<file path="src/hdl/ldmf_pkg.sv">
`default_nettype none
package ldmf_pkg;
  localparam int NCH_DEF = 12;
  localparam int REG_W = 16;
  localparam int ADDR_W = 5;
  localparam int DUTY_W = 7;
  localparam int CLK_PERIOD_NS = 8;
  localparam int CLK_HZ = 125_000_000;

  // register byte offsets
  localparam logic [ADDR_W-1:0] OFS_CTRL = 5'h00;
  localparam logic [ADDR_W-1:0] OFS_BUS_SET = 5'h04;
  localparam logic [ADDR_W-1:0] OFS_SET_A = 5'h08;
  localparam logic [ADDR_W-1:0] OFS_SET_B = 5'h0C;
  localparam logic [ADDR_W-1:0] OFS_STATUS = 5'h10;
  localparam logic [ADDR_W-1:0] OFS_DUTY = 5'h14;

  // control register fields
  localparam int CTL_FORCE_BUS = 0;
  localparam int CTL_SRC_OPEN = 1;
  localparam int CTL_SRC_OT = 2;
  localparam int CTL_SRC_TSD = 3;
  localparam int CTL_SRC_CURRENT_SET_RESISTOR = 4;
  localparam int CTL_EXT_OFF = 5;
  localparam int CTL_LOCAL_DIM = 6;

  // status register fields
  localparam int ST_STANDALONE = 0;
  localparam int ST_EXT_SEEN = 1;
  localparam int ST_ERR_VALID = 2;
  localparam int ST_FLAG_DRIVE = 3;
  localparam int ST_DIM_READY = 4;
  localparam int ST_SET_SEL = 5;
  localparam int ST_LOGIC_OK = 6;
  localparam int ST_STARTED = 7;
  localparam int ST_TSD = 8;
  localparam int ST_OT = 9;
  localparam int ST_CURRENT_SET_RESISTOR = 10;
  localparam int ST_OPEN = 11;

  localparam logic [REG_W-1:0] CTRL_RST = 16'h001A;
  localparam logic [REG_W-1:0] BUS_SET_RST = 16'h0000;
  localparam logic [DUTY_W-1:0] DUTY_RST = 7'h40;
  localparam logic [REG_W-1:0] NVM_SET_A_DEF = 16'h0FFF;
  localparam logic [REG_W-1:0] NVM_SET_B_DEF = 16'h003F;

  // timing: least waits round up, longest waits round down
  localparam int DIM_WAKE_NS = 15000;
  localparam int DIM_WAKE_CYC = (DIM_WAKE_NS + CLK_PERIOD_NS - 1) / CLK_PERIOD_NS;
  localparam int ERR_VALID_NS = 70000;
  localparam int ERR_VALID_CYC = ERR_VALID_NS / CLK_PERIOD_NS;
  localparam int PIPE_LAT = 4;
  localparam int LOCAL_DIM_HZ = 220;
  localparam int LOCAL_STEP_CYC = CLK_HZ / (LOCAL_DIM_HZ * (1 << DUTY_W));
endpackage
`default_nettype wire

</file>
<file path="src/hdl/ldmf_sync_if.sv">
`default_nettype none
interface ldmf_sync_if;
  logic [2:0] raw;
  logic [2:0] sync;
  modport sync_side (input raw, output sync);
  modport user_side (output raw, input sync);
endinterface
`default_nettype wire

</file>
<file path="src/hdl/ldmf_core.sv">
// Functional notes
// - low logic supply forces standalone mode
// - bus and registers work without main supply
// - low-impedance main supply delays interface start
// - global dim input gates all channels
// - wait 15 us after dim rise
// - fault drives shared flag line high
// - sense flag line, react per settings
// - registers choose flag sources, overtemp included
// - supply comparator picks flag driver rail
// - flag on open, thermal shutdown, resistor short
// - global dimming makes flag follow dim input
// - register dimming keeps flag steadily asserted
// - error detection valid within 70 us
// - select pin picks output set a/b
// - non-volatile sets mirrored in shadow registers
// - otp select pin enables writes to sets a/b
// - force bit moves device to bus mode
// - logic supply loss clears force bit
//
// Added by the designer: the address map and register access over Avalon-MM.
`default_nettype none
module ldmf_core import ldmf_pkg::*; #(
  parameter int N_CH = NCH_DEF,
  parameter int ERR_CYC = ERR_VALID_CYC,
  parameter int STEP_CYC = LOCAL_STEP_CYC,
  parameter logic [REG_W-1:0] NVM_SET_A = NVM_SET_A_DEF,
  parameter logic [REG_W-1:0] NVM_SET_B = NVM_SET_B_DEF
) (
  input wire logic clk_sys_in,
  input wire logic sys_rst_in,
  input wire logic [ADDR_W-1:0] avs_address_in,
  input wire logic avs_read_in,
  input wire logic avs_write_in,
  input wire logic [31:0] avs_writedata_in,
  input wire logic [3:0] avs_byteenable_in,
  output logic [31:0] avs_readdata_out,
  output logic avs_waitrequest_out,
  input wire logic logic_supply_sense_in,
  input wire logic main_supply_in,
  input wire logic main_supply_low_z_in,
  input wire logic otp_select_in,
  input wire logic config_set_select_pin_in,
  input wire logic global_dim_input_in,
  input wire logic power_good_input_in,
  input wire logic [N_CH-1:0] open_fault_in,
  input wire logic thermal_shutdown_in,
  input wire logic overtemp_in,
  input wire logic current_set_resistor_short_in,
  input wire logic fault_flag_in,
  output logic fault_flag_out,
  output logic fault_flag_oe_n_out,
  output logic flag_rail_logic_out,
  output logic [N_CH-1:0] channel_on_out,
  output logic standalone_mode_out,
  output logic error_detect_valid_out
);
  localparam int ERR_W = $clog2(ERR_CYC + 1);
  localparam int WAKE_W = $clog2(DIM_WAKE_CYC + 1);
  localparam int STEP_W = $clog2(STEP_CYC + 1);

  generate
    if (N_CH < 1 || N_CH > REG_W || ERR_CYC <= PIPE_LAT || STEP_CYC < 1) begin : g_bad
      $error("ldmf_core: unsupported parameter values");
    end
  endgenerate

  ldmf_sync_if sif ();
  assign sif.raw = {power_good_input_in, global_dim_input_in, config_set_select_pin_in};

  ldmf_sync u_sync (
    .clk_sys_in(clk_sys_in),
    .sys_rst_in(sys_rst_in),
    .s(sif.sync_side)
  );

  logic set_sel;
  logic dim_in;
  logic pg_in;
  assign set_sel = sif.sync[0];
  assign dim_in = sif.sync[1];
  assign pg_in = sif.sync[2];

  logic [REG_W-1:0] ctrl_q, ctrl_d;
  logic [REG_W-1:0] bus_set_q, bus_set_d;
  logic [REG_W-1:0] set_a_q, set_a_d;
  logic [REG_W-1:0] set_b_q, set_b_d;
  logic [DUTY_W-1:0] duty_q, duty_d;
  logic ext_seen_q, ext_seen_d;
  logic started_q, started_d;
  logic main_prev_q, main_prev_d;
  logic [WAKE_W-1:0] wake_q, wake_d;
  logic dim_ready_q, dim_ready_d;
  logic [ERR_W-1:0] err_cnt_q, err_cnt_d;
  logic err_valid_q, err_valid_d;
  logic [STEP_W-1:0] step_q, step_d;
  logic [DUTY_W-1:0] pwm_q, pwm_d;
  logic wait_q, wait_d;
  logic [31:0] rdata_q, rdata_d;
  logic [N_CH-1:0] chan_q, chan_d;
  logic flag_out_q, flag_out_d;
  logic flag_oe_n_q, flag_oe_n_d;
  logic flag_rail_q, flag_rail_d;
  logic standalone_q, standalone_d;

  logic [REG_W-1:0] wmask;
  logic [REG_W-1:0] status;
  logic standalone;
  logic reg_dim;
  logic gate;
  logic [N_CH-1:0] active_set;
  logic [N_CH-1:0] open_seen;
  logic open_hit;
  logic flag_src;
  logic ext_fault;
  logic req;

  function automatic logic [REG_W-1:0] merge(input logic [REG_W-1:0] old_v, input logic [REG_W-1:0] new_v,
                                             input logic [REG_W-1:0] m);
    merge = (old_v & ~m) | (new_v & m);
  endfunction

  always_comb begin
    wmask = {{8{avs_byteenable_in[1]}}, {8{avs_byteenable_in[0]}}};
    // standalone unless logic supply and force bit
    standalone = ~(logic_supply_sense_in & ctrl_q[CTL_FORCE_BUS]);
    reg_dim = ~standalone & ctrl_q[CTL_LOCAL_DIM];
    gate = reg_dim ? (pwm_q < duty_q) : dim_ready_q;
    if (standalone) begin
      active_set = set_sel ? set_b_q[N_CH-1:0] : set_a_q[N_CH-1:0];
    end else begin
      active_set = bus_set_q[N_CH-1:0];
    end
    // open check follows the dim gate
    // register dimming checks the whole set
    open_seen = open_fault_in & active_set & (reg_dim ? {N_CH{1'b1}} : {N_CH{gate}});
    open_hit = err_valid_q & (|open_seen);
    flag_src = (open_hit & ctrl_q[CTL_SRC_OPEN]) | (thermal_shutdown_in & ctrl_q[CTL_SRC_TSD])
             | (overtemp_in & ctrl_q[CTL_SRC_OT]) | (current_set_resistor_short_in & ctrl_q[CTL_SRC_CURRENT_SET_RESISTOR]);
    // own drive would read back high, so only sense while released
    ext_fault = fault_flag_in & flag_oe_n_q;
    status = '0;
    status[ST_STANDALONE] = standalone_q;
    status[ST_EXT_SEEN] = ext_seen_q;
    status[ST_ERR_VALID] = err_valid_q;
    status[ST_FLAG_DRIVE] = ~flag_oe_n_q;
    status[ST_DIM_READY] = dim_ready_q;
    status[ST_SET_SEL] = set_sel;
    status[ST_LOGIC_OK] = logic_supply_sense_in;
    status[ST_STARTED] = started_q;
    status[ST_TSD] = thermal_shutdown_in;
    status[ST_OT] = overtemp_in;
    status[ST_CURRENT_SET_RESISTOR] = current_set_resistor_short_in;
    status[ST_OPEN] = open_hit;
    req = (avs_read_in | avs_write_in) & started_q;
  end

  always_comb begin
    ctrl_d = ctrl_q;
    bus_set_d = bus_set_q;
    set_a_d = set_a_q;
    set_b_d = set_b_q;
    duty_d = duty_q;
    ext_seen_d = ext_seen_q;
    wait_d = 1'b1;
    rdata_d = rdata_q;
    main_prev_d = main_supply_in;
    // start at once without a low-impedance main supply, else on first main supply rise
    started_d = started_q | ~main_supply_low_z_in | (main_supply_in & ~main_prev_q);
    if (req && wait_q) begin
      wait_d = 1'b0;
      rdata_d = '0;
      case (avs_address_in)
        OFS_CTRL: rdata_d[REG_W-1:0] = ctrl_q;
        OFS_BUS_SET: rdata_d[REG_W-1:0] = bus_set_q;
        OFS_SET_A: rdata_d[REG_W-1:0] = set_a_q;
        OFS_SET_B: rdata_d[REG_W-1:0] = set_b_q;
        OFS_STATUS: rdata_d[REG_W-1:0] = status;
        OFS_DUTY: rdata_d[DUTY_W-1:0] = duty_q;
        default: rdata_d = '0;
      endcase
    end
    if (req && !wait_q && avs_write_in) begin
      case (avs_address_in)
        OFS_CTRL: begin
          ctrl_d = merge(ctrl_q, avs_writedata_in[REG_W-1:0], wmask);
        end
        OFS_BUS_SET: begin
          bus_set_d = merge(bus_set_q, avs_writedata_in[REG_W-1:0], wmask);
        end
        OFS_SET_A: begin
          if (otp_select_in) begin
            set_a_d = merge(set_a_q, avs_writedata_in[REG_W-1:0], wmask);
          end
        end
        OFS_SET_B: begin
          if (otp_select_in) begin
            set_b_d = merge(set_b_q, avs_writedata_in[REG_W-1:0], wmask);
          end
        end
        OFS_STATUS: begin
          if (avs_byteenable_in[0] && avs_writedata_in[ST_EXT_SEEN]) begin
            ext_seen_d = 1'b0;
          end
        end
        OFS_DUTY: begin
          if (avs_byteenable_in[0]) begin
            duty_d = avs_writedata_in[DUTY_W-1:0];
          end
        end
        default: begin
        end
      endcase
    end
    // supply loss drops the force bit
    if (!logic_supply_sense_in) begin
      ctrl_d[CTL_FORCE_BUS] = 1'b0;
    end
    // remember an external fault, set wins
    if (ext_fault) begin
      ext_seen_d = 1'b1;
    end
  end

  always_comb begin
    wake_d = wake_q;
    dim_ready_d = dim_ready_q;
    err_cnt_d = err_cnt_q;
    err_valid_d = err_valid_q;
    step_d = step_q;
    pwm_d = pwm_q;
    // a short dim pulse leaves little on-time
    if (!dim_in) begin
      wake_d = '0;
      dim_ready_d = 1'b0;
    end else if (wake_q == WAKE_W'(DIM_WAKE_CYC)) begin
      dim_ready_d = 1'b1;
    end else begin
      wake_d = wake_q + 1'b1;
    end
    // sync latency is taken off the budget
    if (!pg_in) begin
      err_cnt_d = '0;
      err_valid_d = 1'b0;
    end else if (err_cnt_q == ERR_W'(ERR_CYC - PIPE_LAT)) begin
      err_valid_d = 1'b1;
    end else begin
      err_cnt_d = err_cnt_q + 1'b1;
    end
    // local dimming step divider
    if (step_q == STEP_W'(STEP_CYC - 1)) begin
      step_d = '0;
      pwm_d = pwm_q + 1'b1;
    end else begin
      step_d = step_q + 1'b1;
    end
  end

  always_comb begin
    standalone_d = standalone;
    flag_out_d = 1'b1;
    // high-side drive when a source is active
    flag_oe_n_d = ~flag_src;
    flag_rail_d = logic_supply_sense_in;
    if (thermal_shutdown_in || !main_supply_in || (ext_fault && ctrl_q[CTL_EXT_OFF])) begin
      chan_d = '0;
    end else begin
      chan_d = active_set & {N_CH{gate}};
    end
  end

  always_ff @(posedge clk_sys_in) begin
    if (sys_rst_in) begin
      ctrl_q <= CTRL_RST;
      bus_set_q <= BUS_SET_RST;
      set_a_q <= NVM_SET_A;
      set_b_q <= NVM_SET_B;
      duty_q <= DUTY_RST;
      ext_seen_q <= 1'b0;
      started_q <= 1'b0;
      main_prev_q <= 1'b0;
      wake_q <= '0;
      dim_ready_q <= 1'b0;
      err_cnt_q <= '0;
      err_valid_q <= 1'b0;
      step_q <= '0;
      pwm_q <= '0;
      wait_q <= 1'b1;
      rdata_q <= '0;
      chan_q <= '0;
      flag_out_q <= 1'b0;
      flag_oe_n_q <= 1'b1;
      flag_rail_q <= 1'b0;
      standalone_q <= 1'b1;
    end else begin
      ctrl_q <= ctrl_d;
      bus_set_q <= bus_set_d;
      set_a_q <= set_a_d;
      set_b_q <= set_b_d;
      duty_q <= duty_d;
      ext_seen_q <= ext_seen_d;
      started_q <= started_d;
      main_prev_q <= main_prev_d;
      wake_q <= wake_d;
      dim_ready_q <= dim_ready_d;
      err_cnt_q <= err_cnt_d;
      err_valid_q <= err_valid_d;
      step_q <= step_d;
      pwm_q <= pwm_d;
      wait_q <= wait_d;
      rdata_q <= rdata_d;
      chan_q <= chan_d;
      flag_out_q <= flag_out_d;
      flag_oe_n_q <= flag_oe_n_d;
      flag_rail_q <= flag_rail_d;
      standalone_q <= standalone_d;
    end
  end

  assign avs_readdata_out = rdata_q;
  assign avs_waitrequest_out = wait_q;
  assign fault_flag_out = flag_out_q;
  assign fault_flag_oe_n_out = flag_oe_n_q;
  assign flag_rail_logic_out = flag_rail_q;
  assign channel_on_out = chan_q;
  assign standalone_mode_out = standalone_q;
  assign error_detect_valid_out = err_valid_q;
endmodule
`default_nettype wire

</file>
<file path="src/hdl/ldmf_sync.sv">
`default_nettype none
module ldmf_sync (
  input wire logic clk_sys_in,
  input wire logic sys_rst_in,
  ldmf_sync_if.sync_side s
);
  genvar i;
  generate
    for (i = 0; i < 3; i++) begin : g_bit
      logic meta_q;
      logic meta_d;
      logic stab_q;
      logic stab_d;
      always_comb begin
        meta_d = s.raw[i];
        stab_d = meta_q;
      end
      // first stage feeds only the second one
      always_ff @(posedge clk_sys_in) begin
        if (sys_rst_in) begin
          meta_q <= 1'b0;
          stab_q <= 1'b0;
        end else begin
          meta_q <= meta_d;
          stab_q <= stab_d;
        end
      end
      assign s.sync[i] = stab_q;
    end
  endgenerate
endmodule
`default_nettype wire

</file>
<file path="config.mk">
export PLATFORM = sky130hd
export DESIGN_NAME = ldmf_core
export DESIGN_NICKNAME = d
export VERILOG_FILES = /design/src/hdl/ldmf_pkg.sv /design/src/hdl/ldmf_sync_if.sv /design/src/hdl/ldmf_core.sv /design/src/hdl/ldmf_sync.sv
export SDC_FILE = /design/constraint.sdc
export NUM_CORES = 1
export LEC_CHECK = 0
export ABC_AREA = 1
export ABC_CLOCK_PERIOD_IN_PS = 1500
export BUFFER_PORTS_ARGS = -buffer_cell sky130_fd_sc_hd__buf_2
export CORE_MARGIN = 2
export CORE_UTILIZATION = 30
export DETAILED_ROUTE_END_ITERATION = 7
export GPL_TIMING_DRIVEN = 0
export SLEW_MARGIN = 20
export SYNTH_ARGS = -nofsm -noshare
export SYNTH_HDL_FRONTEND = slang
export SYNTH_SLANG_ARGS = --single-unit
</file>
<file path="constraint.sdc">
create_clock -name clk_sys_in -period 1.5 [get_ports clk_sys_in]
set_input_delay 0.225 -clock clk_sys_in [delete_from_list [all_inputs] [get_ports clk_sys_in]]
set_output_delay 0.225 -clock clk_sys_in [all_outputs]
set_load 0.02 [all_outputs]
</file>
==> results.ini <==
[run_status]
status=finished, violations left
violations=negative setup slack

[clock_tree]
cts_root_buf=clkbuf_16
clkLatencyLatePin_ns=0.44
ctsLongestPathBuffers=2
cts.reportedPaths.clkPinSlew_ns=0.07
number_of_clock_sinks_seen_by_cts=160
cts_max_level=4
tritoncts_clock_tree=done
cts_buffers=17

[placement]
port_buf_inserts=82
detailedPlace.worstSlack_ns=-0.433
dpl_cell_area_um2=8140
final_weighted_congestion_of_routability_driven_global_placement=0.856
placedCellCount=1359
hpwl_mm=16.0

[global_route]
grt_max_degree=17
global_route_wire_length_before_repair_mm=34.0
grt_overflow_total=0
antenna_found_initial=1
grt_use_total_pct=16.9
first_global_vias=6503

[sta]
post-route-min-period_ns=1.66
finalSetupViolCount=8
fin_crit_sh_pct=111
max_freq_mhz=601
max_slew.worst_pin.slew_ns=0.787
relSlewSlack_pct=47.6
maxSlewViolCount=0
timing_hold_violations_final=0
worst_hold_slack_ns=0.0414
final_critical_path_setup_slack_ns=-0.163
fin_worst_skew_ns=0.0112
grt_setup_unrepaired=true
fin_setup_tns_ns=-0.455

[yosys]
ys_seq_area_share_pct=44.0
yosys_most_used_dff=dfxtp_1
synth.ff_latch_count=160
number_of_enable_type_register_cells_in_the_synthesized_netlist=0
dominant_combinational_cell_family_by_area_after_synthesis=simple AND/OR/NAND/NOR gates
yosysTopAreaCellShare_pct=44.0
yosys-top-cells-count=dfxtp_1 (160), nand2_1 (157), a21oi_1 (109), inv_1 (107), o21ai_0 (76)
fraction_of_synthesized_area_in_multiplexers_pct=0
synth_cell_types=47
post_synth_fa_ha_maj_area_fraction_pct=2.06
synth_warnings=0
netlist_instances=943
synth-compound-area-share_pct=19.6
yosys.area.top_type=dfxtp_1
ys_async_sr_fraction_pct=0
syn-cell-area_um2=7270
synth_xor_xnor_area_share_pct=0.482
netlist_top_cells_area=dfxtp_1 (44%), nand2_1 (8.1%), a21oi_1 (7.5%)
synth_area_per_cell_um2=7.71
yosysMostFrequentCell=dfxtp_1
synth_simple_gate_area_share_pct=23.0

[power]
irDropWorstVdd_mv=0.747
cellLeakagePower_nw=4.00
power_mw=9.29
power.density_nw_per_um2=944

[floorplanning]
die-height_um=160
initial_core_util_pct=30.8
placementRows=56
core_region_area_um2=23600
die_area_um2=25500
floorplan.die.width_um=160
io_pins=118

[finish]
nNetsFinal=1186
fraction_of_final_layout_cells_with_drive_strength_greater_than_1_pct=33.8
final_cell_count_no_fill=1438
synthToLayoutAreaGrowth_pct=35.3
final_cell_area_um2=9840
num-fill-cells=2400
antenna_cells=0
seqCellArea_um2=3230
layout.core_utilization_pct=41.7
multi_input_comb_area_um2=3960

[setup_path]
rr_worst_depth=12
worstSetupPathType=flop to flop
critical_path.endpoint_type=flop
critPathMaxFanout=5
worst-endpoint-arrival_ns=1.96
crit_path_start_kind=flop
ordered_cell_list_for_the_critical_path=nand2_4 -> buf_6 -> buf_12 -> nand3_2 -> nand3_1 -> nand2_1 -> nor2_2 -> nand3_2 -> nand3_2 -> nand2_1 -> nand2_1 -> a21oi_1
cp_num_buf_inv=2
timing.critical_path.depth=12
critPathMaxStageDelay_ns=0.33
critical-path-top-delay-family=simple AND/OR/NAND/NOR gates
worstPathRequired_ns=1.80
critical-path-slowest-cell=dfxtp_2

[flow_run]
cap_violations=0

[drt]
detail_route.wirelength_mm=22.5
detail_route.first_pass.iterations=5
dr_total_vias=7001
drtAntennaViolNets=0
routed_via_density=4.87
drc=0
avgRoutedWirePerCell_um=15.7
initialDrtViolationCount=433

[hold_path]
hold_path.class=primary input to flop
holdPathStages=3

[worst paths after layout]
check                                         start                                 to  slack, ns
setup reg to reg                               flop  avs_readdata_out[11]$_SDFFE_PP0P_      -0.16
setup / recovery                               flop  avs_readdata_out[11]$_SDFFE_PP0P_      -0.16
hold / removal                       main_supply_in             main_prev_q$_SDFF_PP0_       0.04
hold reg to reg   u_sync.g_bit[0].meta_q$_SDFF_PP0_  u_sync.g_bit[0].stab_q$_SDFF_PP0_       0.40
[layer usage]
layer | routed length, um | vias up | global-route usage [%]
met5 | 11 | - | 0
met4 | 501 | 2 | 5.91
met3 | 1490 | 38 | 4.23
met2 | 10100 | 230 | 26.1
met1 | 10500 | 3258 | 22.8
li1 | - | 3473 | -
[tightest hold or removal path: cells and delay by family]
family	cells	cell delay (ns)
buffers and inverters	2	0.14
and+or+nand+nor	1	0.06
[where the power goes]
group	internal [mW]	switching [mW]	total, mW
combinational	0.225	0.443	0.669
sequential	4.29	0.0405	4.33
clock	2.35	1.94	4.28
total	6.87	2.42	9.29
[placed cells by master (no fill, tap or decap), types with 5 or more instances in the layout]
cell type	n
nand2_1	144
dfxtp_1	142
a21oi_1	92
inv_1	91
buf_2	89
o21ai_0	69
buf_4	54
nor2_1	49
nand3_1	33
nand3_2	28
inv_2	23
clkbuf_16	18
nor2_2	16
o211ai_1	16
a21oi_2	16
conb_1	16
buf_6	15
dfxtp_2	15
nor2_4	14
a221oi_1	13
nand4_1	10
nand3_4	9
nand2_4	9
nand2_2	8
o21ai_1	8
nor3_1	7
clkbuf_1	6
o211ai_2	6
ha_4	6
o22ai_1	5
buf_1	5
o2111ai_1	5
ha_1	5
clkinvlp_4	5
[final cells by class]
cell class | instances | share of cell area [%]
multi-input cells | 628 | 40.2
inverters | 121 | 4.78
clock inverters | 14 | 1.35
clock buffers | 18 | 4.46
plain buffers | 49 | 3.71
well taps | 319 | 4.06
flip-flops and latches | 160 | 32.9
repair buffers | 129 | 8.57
[cell families after synthesis]
logic type	count (synthesis)
AOI/OAI and AO/OA	246
xor gates and xnor gates	4
adders and majority gates	12
buffers and inverters	171
DFF	160
other	1
and+or+nand+nor	349
[repair_timing]
action | in CTS | in global routing
setup endpoints to repair | 53 | 99
pin swaps | 28 | 42
cloned | 1 | 4
endpoints found under the hold margin | 4 | 0
resized for setup | 97 | 105
hold buffers | 4 | 0
buffers inserted | 24 | 15
No activity file was read; power rests on OpenSTA's default activity.
